## src/hdl/gate_fifo.sv

```systemverilog
// No logic here: the word FIFO module sits in eee_tx_gate.sv beside its only user.
// Assumes that file is part of every build that needs the FIFO.

```

## src/hdl/eee_gate_pkg.sv

```systemverilog
// Constants, register map and state encoding for the EEE transmit gating block.
// Assumes a 40 MHz pclk; cycle counts below derive from that period.
package eee_gate_pkg;
  localparam int DATA_W       = 32;
  localparam int APB_AW       = 8;
  localparam int CLK_NS       = 25;
  localparam int WAKE_GIG_NS  = 17000;
  localparam int WAKE_OTH_NS  = 30000;
  localparam int DEFER_MAX_NS = 48000;
  localparam int BYTE_THRESH  = 3000;
  // Least times round up, longest times round down
  localparam int WAKE_GIG_CYC = (WAKE_GIG_NS + CLK_NS - 1) / CLK_NS;
  localparam int WAKE_OTH_CYC = (WAKE_OTH_NS + CLK_NS - 1) / CLK_NS;
  localparam int DEFER_CYC    = DEFER_MAX_NS / CLK_NS;
  localparam int CNT_W        = 12;
  localparam int ADD_W        = 12;
  localparam int ACC_W        = 13;
  localparam int FIFO_DEPTH   = 8;
  // Register byte offsets
  localparam logic [APB_AW-1:0] REG_ENABLE   = 8'h00;
  localparam logic [APB_AW-1:0] REG_WAKE_GIG = 8'h04;
  localparam logic [APB_AW-1:0] REG_WAKE_OTH = 8'h08;
  localparam logic [APB_AW-1:0] REG_STATUS   = 8'h0C;
  localparam logic [2:0]        URG_REGION   = 3'h1;
  localparam int                URG_IDX_LSB  = 2;
  localparam int                URG_REG_LSB  = 5;
  localparam int                STAT_ACT_LSB = 8;
  localparam int                MAX_PORTS    = 8;
  localparam int                MAX_QUEUES   = 8;
  localparam logic [CNT_W-1:0]  WAKE_GIG_RST = CNT_W'(WAKE_GIG_CYC);
  localparam logic [CNT_W-1:0]  WAKE_OTH_RST = CNT_W'(WAKE_OTH_CYC);
  typedef enum logic [1:0] {
    PW_SLEEP  = 2'b00,
    PW_DEFER  = 2'b01,
    PW_WAKE   = 2'b10,
    PW_ACTIVE = 2'b11
  } pw_state_t;
endpackage

```

## src/hdl/eee_tx_gate.sv

```systemverilog
// Per-port transmit power gating for energy efficient Ethernet egress, and its word FIFO.
// Assumes egress queues report each enqueue with byte count and queue id,
// and that the MAC side accepts words on tx_valid/tx_ready.
`timescale 1ns/1ps
module eee_tx_gate #(
  parameter int NUM_PORTS = 8,
  parameter int QUEUES    = 8
) (
  input  wire logic                                         pclk,
  input  wire logic                                         presetn,
  input  wire logic [eee_gate_pkg::APB_AW-1:0]              paddr,
  input  wire logic                                         psel,
  input  wire logic                                         penable,
  input  wire logic                                         pwrite,
  input  wire logic [eee_gate_pkg::DATA_W-1:0]              pwdata,
  input  wire logic [3:0]                                   pstrb,
  output logic      [eee_gate_pkg::DATA_W-1:0]              prdata,
  output logic                                              pready,
  output logic                                              pslverr,
  input  wire logic [NUM_PORTS-1:0]                         q_add_valid,
  input  wire logic [NUM_PORTS*eee_gate_pkg::ADD_W-1:0]     q_add_bytes,
  input  wire logic [NUM_PORTS*$clog2(QUEUES)-1:0]          q_add_queue,
  input  wire logic [NUM_PORTS-1:0]                         q_empty,
  input  wire logic [NUM_PORTS-1:0]                         link_gig,
  input  wire logic                                         in_valid,
  output logic                                              in_ready,
  input  wire logic [$clog2(NUM_PORTS)-1:0]                 in_port,
  input  wire logic [eee_gate_pkg::DATA_W-1:0]              in_data,
  output logic                                              tx_valid,
  input  wire logic                                         tx_ready,
  output logic      [$clog2(NUM_PORTS)-1:0]                 tx_port,
  output logic      [eee_gate_pkg::DATA_W-1:0]              tx_data,
  output logic      [NUM_PORTS-1:0]                         tx_power_up
);
  import eee_gate_pkg::*;

  localparam int PORT_W = $clog2(NUM_PORTS);
  localparam int QID_W  = $clog2(QUEUES);
  localparam int FW     = PORT_W + DATA_W;

  if (NUM_PORTS < 2 || NUM_PORTS > MAX_PORTS) begin : g_bad_ports
    $error("eee_tx_gate: NUM_PORTS out of range");
  end
  if (QUEUES < 2 || QUEUES > MAX_QUEUES) begin : g_bad_queues
    $error("eee_tx_gate: QUEUES out of range");
  end

  function automatic logic [DATA_W-1:0] merge(input logic [DATA_W-1:0] old_v,
                                              input logic [DATA_W-1:0] new_v,
                                              input logic [3:0]        strb);
    logic [DATA_W-1:0] m;
    m = {{8{strb[3]}}, {8{strb[2]}}, {8{strb[1]}}, {8{strb[0]}}};
    return (old_v & ~m) | (new_v & m);
  endfunction

  // Configuration and status
  logic [NUM_PORTS-1:0] en_q;
  logic [CNT_W-1:0]     wake_gig_q;
  logic [CNT_W-1:0]     wake_oth_q;
  logic [QUEUES-1:0]    urg_q [NUM_PORTS];
  logic [NUM_PORTS-1:0] port_active;
  logic [NUM_PORTS-1:0] port_powered;

  // APB decode
  logic              wr_en;
  logic              rd_setup;
  logic              urg_hit;
  logic [PORT_W-1:0] urg_idx;
  logic              hit_d;
  logic [DATA_W-1:0] rdata_d;
  logic [DATA_W-1:0] prdata_q;

  assign wr_en    = psel && penable && pwrite;
  assign rd_setup = psel && !penable && !pwrite;
  assign urg_idx  = paddr[URG_IDX_LSB +: PORT_W];
  assign urg_hit  = (paddr[APB_AW-1:URG_REG_LSB] == URG_REGION)
                    && ({1'b0, paddr[URG_REG_LSB-1:URG_IDX_LSB]} < (URG_REG_LSB - URG_IDX_LSB + 1)'(NUM_PORTS));
  // Zero wait states: read data is captured in the setup cycle
  assign pready   = 1'b1;
  assign pslverr  = psel && penable && !hit_d;
  assign prdata   = prdata_q;

  always_comb begin
    hit_d   = 1'b1;
    rdata_d = '0;
    if (paddr == REG_ENABLE) begin
      rdata_d[NUM_PORTS-1:0] = en_q;
    end else if (paddr == REG_WAKE_GIG) begin
      rdata_d[CNT_W-1:0] = wake_gig_q;
    end else if (paddr == REG_WAKE_OTH) begin
      rdata_d[CNT_W-1:0] = wake_oth_q;
    end else if (paddr == REG_STATUS) begin
      rdata_d[NUM_PORTS-1:0]                = port_powered;
      rdata_d[STAT_ACT_LSB +: NUM_PORTS]    = port_active;
    end else if (urg_hit) begin
      rdata_d[QUEUES-1:0] = urg_q[urg_idx];
    end else begin
      hit_d = 1'b0;
    end
  end

  always_ff @(posedge pclk or negedge presetn) begin
    if (!presetn) begin
      prdata_q <= '0;
    end else if (rd_setup) begin
      prdata_q <= rdata_d;
    end
  end

  always_ff @(posedge pclk or negedge presetn) begin
    if (!presetn) begin
      en_q <= '0;
    end else if (wr_en && paddr == REG_ENABLE) begin
      en_q <= NUM_PORTS'(merge(DATA_W'(en_q), pwdata, pstrb));
    end
  end

  // Software installs the value learned from the partner here
  always_ff @(posedge pclk or negedge presetn) begin
    if (!presetn) begin
      wake_gig_q <= WAKE_GIG_RST;
      wake_oth_q <= WAKE_OTH_RST;
    end else if (wr_en) begin
      if (paddr == REG_WAKE_GIG) begin
        wake_gig_q <= CNT_W'(merge(DATA_W'(wake_gig_q), pwdata, pstrb));
      end
      if (paddr == REG_WAKE_OTH) begin
        wake_oth_q <= CNT_W'(merge(DATA_W'(wake_oth_q), pwdata, pstrb));
      end
    end
  end

  // Data path
  logic              fifo_ovalid;
  logic              fifo_ordy;
  logic [FW-1:0]     fifo_odata;
  logic [PORT_W-1:0] head_port;
  logic              tx_valid_q;
  logic [PORT_W-1:0] tx_port_q;
  logic [DATA_W-1:0] tx_data_q;

  gate_fifo #(
    .WIDTH (FW),
    .DEPTH (FIFO_DEPTH)
  ) u_fifo (
    .pclk      (pclk),
    .presetn   (presetn),
    .in_valid  (in_valid),
    .in_ready  (in_ready),
    .in_data   ({in_port, in_data}),
    .out_valid (fifo_ovalid),
    .out_ready (fifo_ordy),
    .out_data  (fifo_odata)
  );

  assign head_port = fifo_odata[FW-1 -: PORT_W];
  // Head-of-line: a word for a sleeping port holds back words for awake ports
  assign fifo_ordy = fifo_ovalid && port_active[head_port] && (!tx_valid_q || tx_ready);

  always_ff @(posedge pclk or negedge presetn) begin
    if (!presetn) begin
      tx_valid_q <= 1'b0;
      tx_port_q  <= '0;
      tx_data_q  <= '0;
    end else if (fifo_ordy) begin
      tx_valid_q <= 1'b1;
      tx_port_q  <= head_port;
      tx_data_q  <= fifo_odata[DATA_W-1:0];
    end else if (tx_ready) begin
      tx_valid_q <= 1'b0;
    end
  end

  assign tx_valid = tx_valid_q;
  assign tx_port  = tx_port_q;
  assign tx_data  = tx_data_q;

  // Per-port power state
  for (genvar p = 0; p < NUM_PORTS; p++) begin : g_port
    pw_state_t         st_q;
    pw_state_t         st_d;
    logic [ACC_W-1:0]  acc_q;
    logic [ACC_W-1:0]  acc_sum;
    logic [CNT_W-1:0]  tmr_q;
    logic [CNT_W-1:0]  wk_q;
    logic [CNT_W-1:0]  wk_target;
    logic [QID_W-1:0]  qid;
    logic              add;
    logic              urgent_add;
    logic              head_here;
    logic              tx_here;

    assign add        = q_add_valid[p];
    assign qid        = q_add_queue[p*QID_W +: QID_W];
    assign acc_sum    = acc_q + ACC_W'(q_add_bytes[p*ADD_W +: ADD_W]);
    assign urgent_add = add && urg_q[p][qid];
    assign head_here  = fifo_ovalid && (head_port == PORT_W'(p));
    assign tx_here    = tx_valid_q && (tx_port_q == PORT_W'(p));
    assign wk_target  = link_gig[p] ? wake_gig_q : wake_oth_q;

    always_ff @(posedge pclk or negedge presetn) begin
      if (!presetn) begin
        urg_q[p] <= '0;
      end else if (wr_en && urg_hit && urg_idx == PORT_W'(p)) begin
        urg_q[p] <= QUEUES'(merge(DATA_W'(urg_q[p]), pwdata, pstrb));
      end
    end

    always_comb begin
      st_d = st_q;
      case (st_q)
        PW_SLEEP: begin
          if (!en_q[p]) begin
            st_d = PW_WAKE;
          end else if (urgent_add) begin
            st_d = PW_WAKE;
          end else if (add && acc_sum >= ACC_W'(BYTE_THRESH)) begin
            st_d = PW_WAKE;
          end else if (add || head_here) begin
            st_d = PW_DEFER;
          end
        end
        PW_DEFER: begin
          if (!en_q[p] || urgent_add) begin
            st_d = PW_WAKE;
          end else if (add && acc_sum >= ACC_W'(BYTE_THRESH)) begin
            st_d = PW_WAKE;
          end else if (tmr_q >= CNT_W'(DEFER_CYC - 1)) begin
            st_d = PW_WAKE;
          end
        end
        PW_WAKE: begin
          if ({1'b0, wk_q} + 1'b1 >= {1'b0, wk_target}) begin
            st_d = PW_ACTIVE;
          end
        end
        PW_ACTIVE: begin
          // A word stalled in the output register keeps its port powered
          if (en_q[p] && q_empty[p] && !head_here && !tx_here && !add) begin
            st_d = PW_SLEEP;
          end
        end
        default: begin
          st_d = PW_SLEEP;
        end
      endcase
    end

    always_ff @(posedge pclk or negedge presetn) begin
      if (!presetn) begin
        st_q <= PW_SLEEP;
      end else begin
        st_q <= st_d;
      end
    end

    // Deferral accounting
    always_ff @(posedge pclk or negedge presetn) begin
      if (!presetn) begin
        acc_q <= '0;
        tmr_q <= '0;
      end else if (st_d != PW_DEFER) begin
        acc_q <= '0;
        tmr_q <= '0;
      end else if (st_q == PW_SLEEP) begin
        acc_q <= add ? acc_sum : '0;
        tmr_q <= '0;
      end else begin
        acc_q <= add ? acc_sum : acc_q;
        tmr_q <= tmr_q + 1'b1;
      end
    end

    always_ff @(posedge pclk or negedge presetn) begin
      if (!presetn) begin
        wk_q <= '0;
      end else if (st_q == PW_WAKE) begin
        wk_q <= wk_q + 1'b1;
      end else begin
        wk_q <= '0;
      end
    end

    assign port_active[p]  = (st_q == PW_ACTIVE);
    assign port_powered[p] = (st_q == PW_WAKE) || (st_q == PW_ACTIVE);
  end

  assign tx_power_up = port_powered;
endmodule

module gate_fifo #(
  parameter int WIDTH = 32,
  parameter int DEPTH = 8
) (
  input  wire logic             pclk,
  input  wire logic             presetn,
  input  wire logic             in_valid,
  output logic                  in_ready,
  input  wire logic [WIDTH-1:0] in_data,
  output logic                  out_valid,
  input  wire logic             out_ready,
  output logic      [WIDTH-1:0] out_data
);
  localparam int PW = $clog2(DEPTH);

  if (DEPTH < 2 || (1 << PW) != DEPTH) begin : g_bad_depth
    $error("gate_fifo: DEPTH must be a power of two");
  end

  logic [WIDTH-1:0] mem_q [DEPTH];
  logic [PW:0]      wr_q;
  logic [PW:0]      rd_q;
  logic             push;
  logic             pop;

  assign out_valid = (wr_q != rd_q);
  assign in_ready  = (wr_q[PW-1:0] != rd_q[PW-1:0]) || (wr_q[PW] == rd_q[PW]);
  assign push      = in_valid && in_ready;
  assign pop       = out_valid && out_ready;
  assign out_data  = mem_q[rd_q[PW-1:0]];

  always_ff @(posedge pclk) begin
    if (push) begin
      mem_q[wr_q[PW-1:0]] <= in_data;
    end
  end

  always_ff @(posedge pclk or negedge presetn) begin
    if (!presetn) begin
      wr_q <= '0;
      rd_q <= '0;
    end else begin
      if (push) begin
        wr_q <= wr_q + 1'b1;
      end
      if (pop) begin
        rd_q <= rd_q + 1'b1;
      end
    end
  end
endmodule

```

## config.mk

```make
export PLATFORM = sky130hd
export DESIGN_NAME = eee_tx_gate
export DESIGN_NICKNAME = d
export VERILOG_FILES = /design/src/hdl/gate_fifo.sv /design/src/hdl/eee_gate_pkg.sv /design/src/hdl/eee_tx_gate.sv
export SDC_FILE = /design/constraint.sdc
export NUM_CORES = 1
export LEC_CHECK = 0
export BUFFER_PORTS_ARGS = -buffer_cell sky130_fd_sc_hd__buf_2
export CAP_MARGIN = 25
export CORE_UTILIZATION = 50
export CTS_CLUSTER_DIAMETER = 100
export DETAILED_ROUTE_END_ITERATION = 6
export PLACE_DENSITY = 0.67
export SETUP_SLACK_MARGIN = 0.05
export SLEW_MARGIN = 20
export SYNTH_ARGS = -nofsm -noshare
export SYNTH_HDL_FRONTEND = slang
export SYNTH_SLANG_ARGS = --single-unit
```

## constraint.sdc

```tcl
create_clock -name pclk -period 4.7 [get_ports pclk]
set_input_delay 0.235 -clock pclk [delete_from_list [all_inputs] [get_ports pclk]]
set_output_delay 0.235 -clock pclk [all_outputs]
set_load 0.01 [all_outputs]
```

-- Yosys cells after proc, flatten, opt, wreduce, memory -nomap -nowiden
Memories as Yosys holds them, arrays and structs flattened.
Index checks and enable logic that the tools add are counted.
- bits of input ports: 230
- memory bits (writable): 280
- memories kept: 1
- output and inout port bits: 79
- word-level logic and storage cells: 554
- bits in registers: 468
- memories (memory ; depth ; bits a word ; read ports ; clocked after memory_dff ; wr ports ; line ; RTL):
    u_fifo.mem_q ; 8 ; 35 ; 1 ; 0 ; 1 ; eee_tx_gate.sv:310 ; logic [WIDTH-1:0] mem_q [DEPTH];
- order comparisons: 34
- multiplexer cells: 183
- add/sub/neg operators: 34
- bitwise operators: 25
- reductions and logical operators: 168
- equality and inequality tests: 60
- operators with widths (operator ; count):
    two-way mux 13 bit ; 32
    two-way mux 12 bit ; 34
    adder 12 x 1 -> 12 bit (second input constant) ; 16
    two-way mux 2 bit ; 72
    adder 12 x 1 -> 13 bit (second input constant) ; 8
    adder 13 x 12 -> 13 bit ; 8
    >= comparator 13 x 12 -> 1 bit ; 8
    >= comparator 13 x 12 -> 1 bit (second input constant) ; 8
    >= comparator 12 x 11 -> 1 bit (second input constant) ; 8
    logical AND 1 bit ; 83
    bitwise AND 8 bit ; 9
    OR 8 bit ; 9
    case mux 2 bit (4 select lines) ; 8
    two-way mux 8 bit ; 7
    bitwise AND 12 bit ; 3
    equality test 3 bit (second input constant) ; 12
    logical NOT 1 bit ; 36
    less-than comparator 3 x 4 -> 1 bit (second input constant) ; 9
    equality test 2 bit (second input constant) ; 16
    binary-select mux 1 bit (select 3 bit) ; 9
    logical OR 1 bit ; 26
    binary-select mux 8 bit (select 3 bit) ; 1
    OR 12 bit ; 2
    nonzero test 3 bit ; 8
    20 further kinds ; 72

-- Depth between registers and ports, before layout
An unclocked memory read counts as a cell.
- depth after elaboration: 11
- mapped depth: 15
- gate-level depth less buffers: 15

-- Modules after synthesis
A second synthesis with hierarchy kept.
- cells, all modules: 3392
- area, all modules: 40593.9 um^2
- modules (own cells, without submodules) (module ; instances ; area each (um^2) ; cells each ; sequential area each (um^2)):
    eee_tx_gate ; 1 ; 29274.3 ; 2927 ; 11521.0
    gate_fifo ; 1 ; 11319.6 ; 465 ; 8608.3

-- Worst setup path after synthesis
No wires, ideal clock.
- kind: reg-to-reg
- start: reg u_fifo.rd_q[0]
- end: mem u_fifo.mem_q[0][0] (netlist name) (enable)
- stages on the path, launching flop included: 10
- arrival time: 3871 ps
- setup time: 471 ps
- period minus slack after synthesis: 4342 ps
- path slack: 358 ps
- buffers on the path: 3
- data required time: 4229 ps
- path through: dfrtp_1 buf_6 buf_6 xor2_1 nor3_1 nand2_1 and2_1 clkbuf_1 nand2b_1 nor3_1
- word-level cells in the longest chain between the ends: 5
- RTL lines (element ; line ; RTL):
    start: declaration ; eee_tx_gate.sv:312 ; logic [PW:0] rd_q;
    start signal: assignment ; eee_tx_gate.sv:337 ; rd_q <= rd_q + 1'b1;
    != test 3 bit ; eee_tx_gate.sv:317 ; assign in_ready = (wr_q[PW-1:0] != rd_q[PW-1:0]) || (wr_q[PW] == rd_q[PW]);
    logical OR 1 bit ; eee_tx_gate.sv:317 ;
    named net in_ready ; eee_tx_gate.sv:26 ; output logic in_ready,
    logical AND 1 bit ; eee_tx_gate.sv:318 ; assign push = in_valid && in_ready;
    two-way mux 1 bit ; eee_tx_gate.sv:323 ; if (push) begin
    two-way mux 1 bit (not written as such) ; eee_tx_gate.sv:324 ; mem_q[wr_q[PW-1:0]] <= in_data;
    end: declaration ; eee_tx_gate.sv:310 ;
The timed path passes the listed nets, and every way through them passes these cells.

-- Final worst setup path
- start: reg u_fifo.rd_q[0]
- end: reg g_port[3].st_q[0]
- word-level cells in the longest chain between the ends: 9
- elaborated cells between the ends (all ways): 15
- those cells by class: 2 x eq/ne; 6 x mux; 6 x reduce/logical; 1 x memory
- RTL lines (element ; line ; RTL):
    memory (8 x 35 bit) ; -- ;
    equality test 3 x 2 -> 1 bit ; eee_tx_gate.sv:197 ; assign head_here = fifo_ovalid && (head_port == PORT_W'(p));
    logical AND 1 bit * ; eee_tx_gate.sv:197 ;
    logical OR 1 bit or logical NOT 1 bit (tied branches) ; eee_tx_gate.sv:219, eee_tx_gate.sv:239 ;
    two-way mux 2 bit or logical AND 1 bit (tied branches) ; eee_tx_gate.sv:219, eee_tx_gate.sv:239 ;
    two-way mux 2 bit or logical AND 1 bit (tied branches) ; eee_tx_gate.sv:217, eee_tx_gate.sv:239 ;
    two-way mux 2 bit or logical AND 1 bit (tied branches) ; eee_tx_gate.sv:215, eee_tx_gate.sv:239 ;
    two-way mux 2 bit (on tied branches) ; eee_tx_gate.sv:213, eee_tx_gate.sv:239 ;
    case mux 2 bit (4 select lines) * ; eee_tx_gate.sv:211 ; case (st_q)
    named net g_port[3].st_d[0] ; eee_tx_gate.sv:181 ; pw_state_t st_d;
    end signal: assignment ; eee_tx_gate.sv:253 ; st_q <= st_d;
    end: declaration ; eee_tx_gate.sv:180 ; pw_state_t st_q;
The timed path passes the listed nets; every way through them passes the cells marked *.
A chain may end at the register's enable or synchronous reset.

==> results.md <==
| Parameter | This run | Unit |
| --- | --- | --- |
| Run status | completed | - |
| Number of global-route vias before repair | 27500 | - |
| Post-layout instance count excluding filler cells | 4760 | - |
| Aggregate global-route resource usage | 0.246 | - |
| Leading cell type in the layout, fill and taps excluded | dfrtp_1 | - |
| Count of max-cap constraint violations | 0 | - |
| Chip width | 284 | um |
| Detailed-routing iteration count for the pre-antenna-repair pass | 5 | - |
| Setup repair after global routing missed its margin | false | - |
| Synthesized area per cell | 11.9 | um2 |
| Largest net degree at the start of global routing | 121 | - |
| Area inside the core boundary | 78900 | um2 |
| Depth of the CTS H-tree | 3 | - |
| Clock root buffer | clkbuf_16 | - |
| Worst path buffer plus inverter count | 1 | - |
| Mapped cell area | 39800 | um2 |
| DIE HEIGHT | 284 | um |
| Sequential area share after synthesis | 0.505 | - |
| Final-layout setup total negative slack | 0 | ns |
| Time the final worst path needs with I/O delays and setup | 3.52 | ns |
| Number of hold violations in the final report | 0 | - |
| DR vias | 27700 | - |
| Final count of pins violating max slew | 0 | - |
| Wire length reported by the detailed router | 99.5 | mm |
| Clock transition at the registers of the reported paths | 0.06 | ns |
| Required time at the endpoint of the critical path | 5.26 | ns |
| Count of cell types in the netlist | 90 | - |
| Critical Setup Path Class | flop to flop | - |
| Commonest cells after routing, fill and taps aside | dfrtp_1 (457), edfxtp_1 (280), buf_2 (269) | - |
| Number of clock sinks seen by CTS | 748 | - |
| Leakage component of the power | 19.5 | nW |
| Delay of the slowest critical-path stage | 0.86 | ns |
| Max_slew headroom | 0.334 | - |
| Pwr dens | 407 | nW/um2 |
| Post-detailed-route DRC marker count | 0 | - |
| Cells after synthesis | 3339 | - |
| Detailed-route vias per instance | 5.82 | - |
| Number of nets still failing antenna checks after routing | 0 | - |
| Number of DRC markers in iteration 0 | 2086 | - |
| List of cells traversed by the critical path | mux4_2 > mux2i_2 > buf_4 > nand2b_1 > nor3_1 > o311ai_1 > or3_1 > o221ai_1 | - |
| Boundary pin count | 309 | - |
| Most used flip-flop cell after synthesis | dfrtp_1 | - |
| FFs w/ async S/R, synth | 0.626 | - |
| Number of buffers between clock root and the deepest sink | 3 | - |
| Starting density of the core | 0.505 | - |
| Number of antenna violations at the first check in global routing | 8 | - |
| Nature of the critical path endpoint | flop | - |
| Cell family with the largest share of critical-path delay | simple AND/OR/NAND/NOR gates | - |
| WP data arrival | 4.08 | ns |
| Count of flip-flops with a built-in enable after synthesis | 280 | - |
| Global-route wire length before repair | 156 | mm |
| Buffers added on ports | 269 | - |
| Area growth, synth to finish | 14.5 | % |
| Total clock buffers created by CTS | 81 | - |
| Final HPWL from detailed placement | 67.3 | mm |
| Warnings, synthesis | 0 | - |
| Worst slew pin tran | 0.992 | ns |
| Total setup buffers inserted after CTS | 0 | - |
| Post-detailed-route wirelength per cell | 20.9 | um |
| Number of cell rows | 103 | - |
| Nets@finish | 4091 | - |
| Peak clock frequency supported by timing | 0.284 | GHz |
| Worst vdd rail ir drop | 0.000474 | V |
| Final clock period utilization by the worst path | 0.750 | - |
| Highest-delay cell along the critical path | dfrtp_4 | - |
| Clock network latency to the later pin of the worst-skew pair | 0.67 | ns |
| Largest driver fanout on the critical path | 37 | - |
| Endpoints failing setup | 0 | - |
| Layout Skew | 0.0755 | ns |
| Clock tree from TritonCTS | done | - |
| Number of synthesized register bits | 748 | - |
| Fraction of final layout cells with drive strength greater than 1 | 0.193 | - |
| Placed cells | 4555 | - |
| Class of the tightest hold or removal check | input pin to flop | - |
| Die ar. | 80800 | um2 |
| Routability cong. | 0.880 | - |
| Setup crit start kind | flop | - |
| Remaining global-route overflow | 0 | - |
-- metrics by stage --
| stage | hold WS (ns) | setup WS [ns] | utilization | area [um2] | total power, mW |
|---|---|---|---|---|---|
| finish | 0.0307 | 1.18 | 0.578 | 45600 | 18.5 |
| global route | 0.0226 | 0.924 | 0.578 | 45600 | 19.4 |
| CTS | 0.000300 | 1.11 | 0.578 | 45600 | 18.8 |
| detailed placement | 0.336 | 1.18 | 0.536 | 42300 | 12.2 |
| global placement | 0.347 | 1.23 | 0.536 | 42300 | 12.1 |
| floorplan | -0.0606 | 0.358 | - | 39900 | 10.6 |
-- power breakdown --
part / total, mW / internal, mW / switching, mW
Sequential: 7.94 / 7.47 / 0.467
Combinational: 4.12 / 1.69 / 2.44
Clock: 6.48 / 3.74 / 2.74
-- cells in the mapped netlist (84+ instances only) --
master,number,area share
clkbuf_1,103,0.0097
o21ai_0,86,0.011
edfxtp_1,280,0.21
nand2_1,217,0.020
dfrtp_1,460,0.29
mux2_2,118,0.033
nor2b_1,91,0.014
mux2i_1,98,0.025
nor2_1,231,0.022
a21oi_1,84,0.011
xnor2_1,138,0.030
xor2_1,93,0.020
nand3_1,109,0.014
ha_1,210,0.066
mux4_2,102,0.058
-- metal layers --
| layer | global-route usage | vias up | part of all wire |
|---|---|---|---|
| met1 | 0.328 | 13800 | 0.43 |
| met5 | 0 | - | 0.00061 |
| li1 | - | 13100 | - |
| met2 | 0.401 | 655 | 0.47 |
| met3 | 0.0430 | 199 | 0.055 |
| met4 | 0.0907 | 10 | 0.035 |
-- cell families after synthesis --
group | count (synthesis) | share of synthesized area
adder cells (fa/ha/maj) | 218 | 0.0700
flip-flops | 748 | 0.505
buffers and inverters | 250 | 0.0266
multiplexers | 320 | 0.116
AO/OA/AOI/OAI | 621 | 0.114
AND/OR/NAND/NOR | 949 | 0.117
other | 2 | 0.000189
XOR/XNOR | 231 | 0.0508
-- what timing repair did --
| action | CTS | global route |
|---|---|---|
| gates resized for setup | 0 | 0 |
| hold buffers | 52 | 0 |
| hold endpoints to repair | 390 | 0 |
-- worst paths after layout --
kind | startpoint | end | slack [ns] | depth (start not counted)
setup reg to reg | u_fifo.rd_q[0]$_DFFE_PN0P_ | g_port[3].st_q[0]$_DFF_PN0_ | 1.18 | 8
setup / recovery | u_fifo.rd_q[0]$_DFFE_PN0P_ | g_port[3].st_q[0]$_DFF_PN0_ | 1.18 | 8
hold / removal | q_empty[3] | g_port[3].st_q[1]$_DFF_PN0_ | 0.03 | 4
hold reg to reg | prdata[14]$_DFFE_PN0P_ | prdata[14]$_DFFE_PN0P_ | 0.47 | 2
min in group asynchronous | presetn | g_port[0].wk_q[7]$_DFF_PN0_ | 0.26 | 2
max in group asynchronous | presetn | async pin | 3.26 | 3
-- area by class of cell --
type | count | area (um2)
well taps | 1050 | 1310
clock inverters | 35 | 458
flip-flops and latches | 748 | 20100
clock buffers | 113 | 2300
diodes | 2 | 5.00
fillers | 6624 | 33300
inverters | 82 | 308
multi-input cells | 2364 | 18800
repair buffers | 366 | 2300
-- tightest hold or removal path, delay by kind of cell --
family	cells	cell delay (ns)
AOI/OAI and AO/OA	2	0.21
and+or+nand+nor	1	0.07
buffers and inverters	1	0.12
No activity file was read; power rests on OpenSTA's default activity.
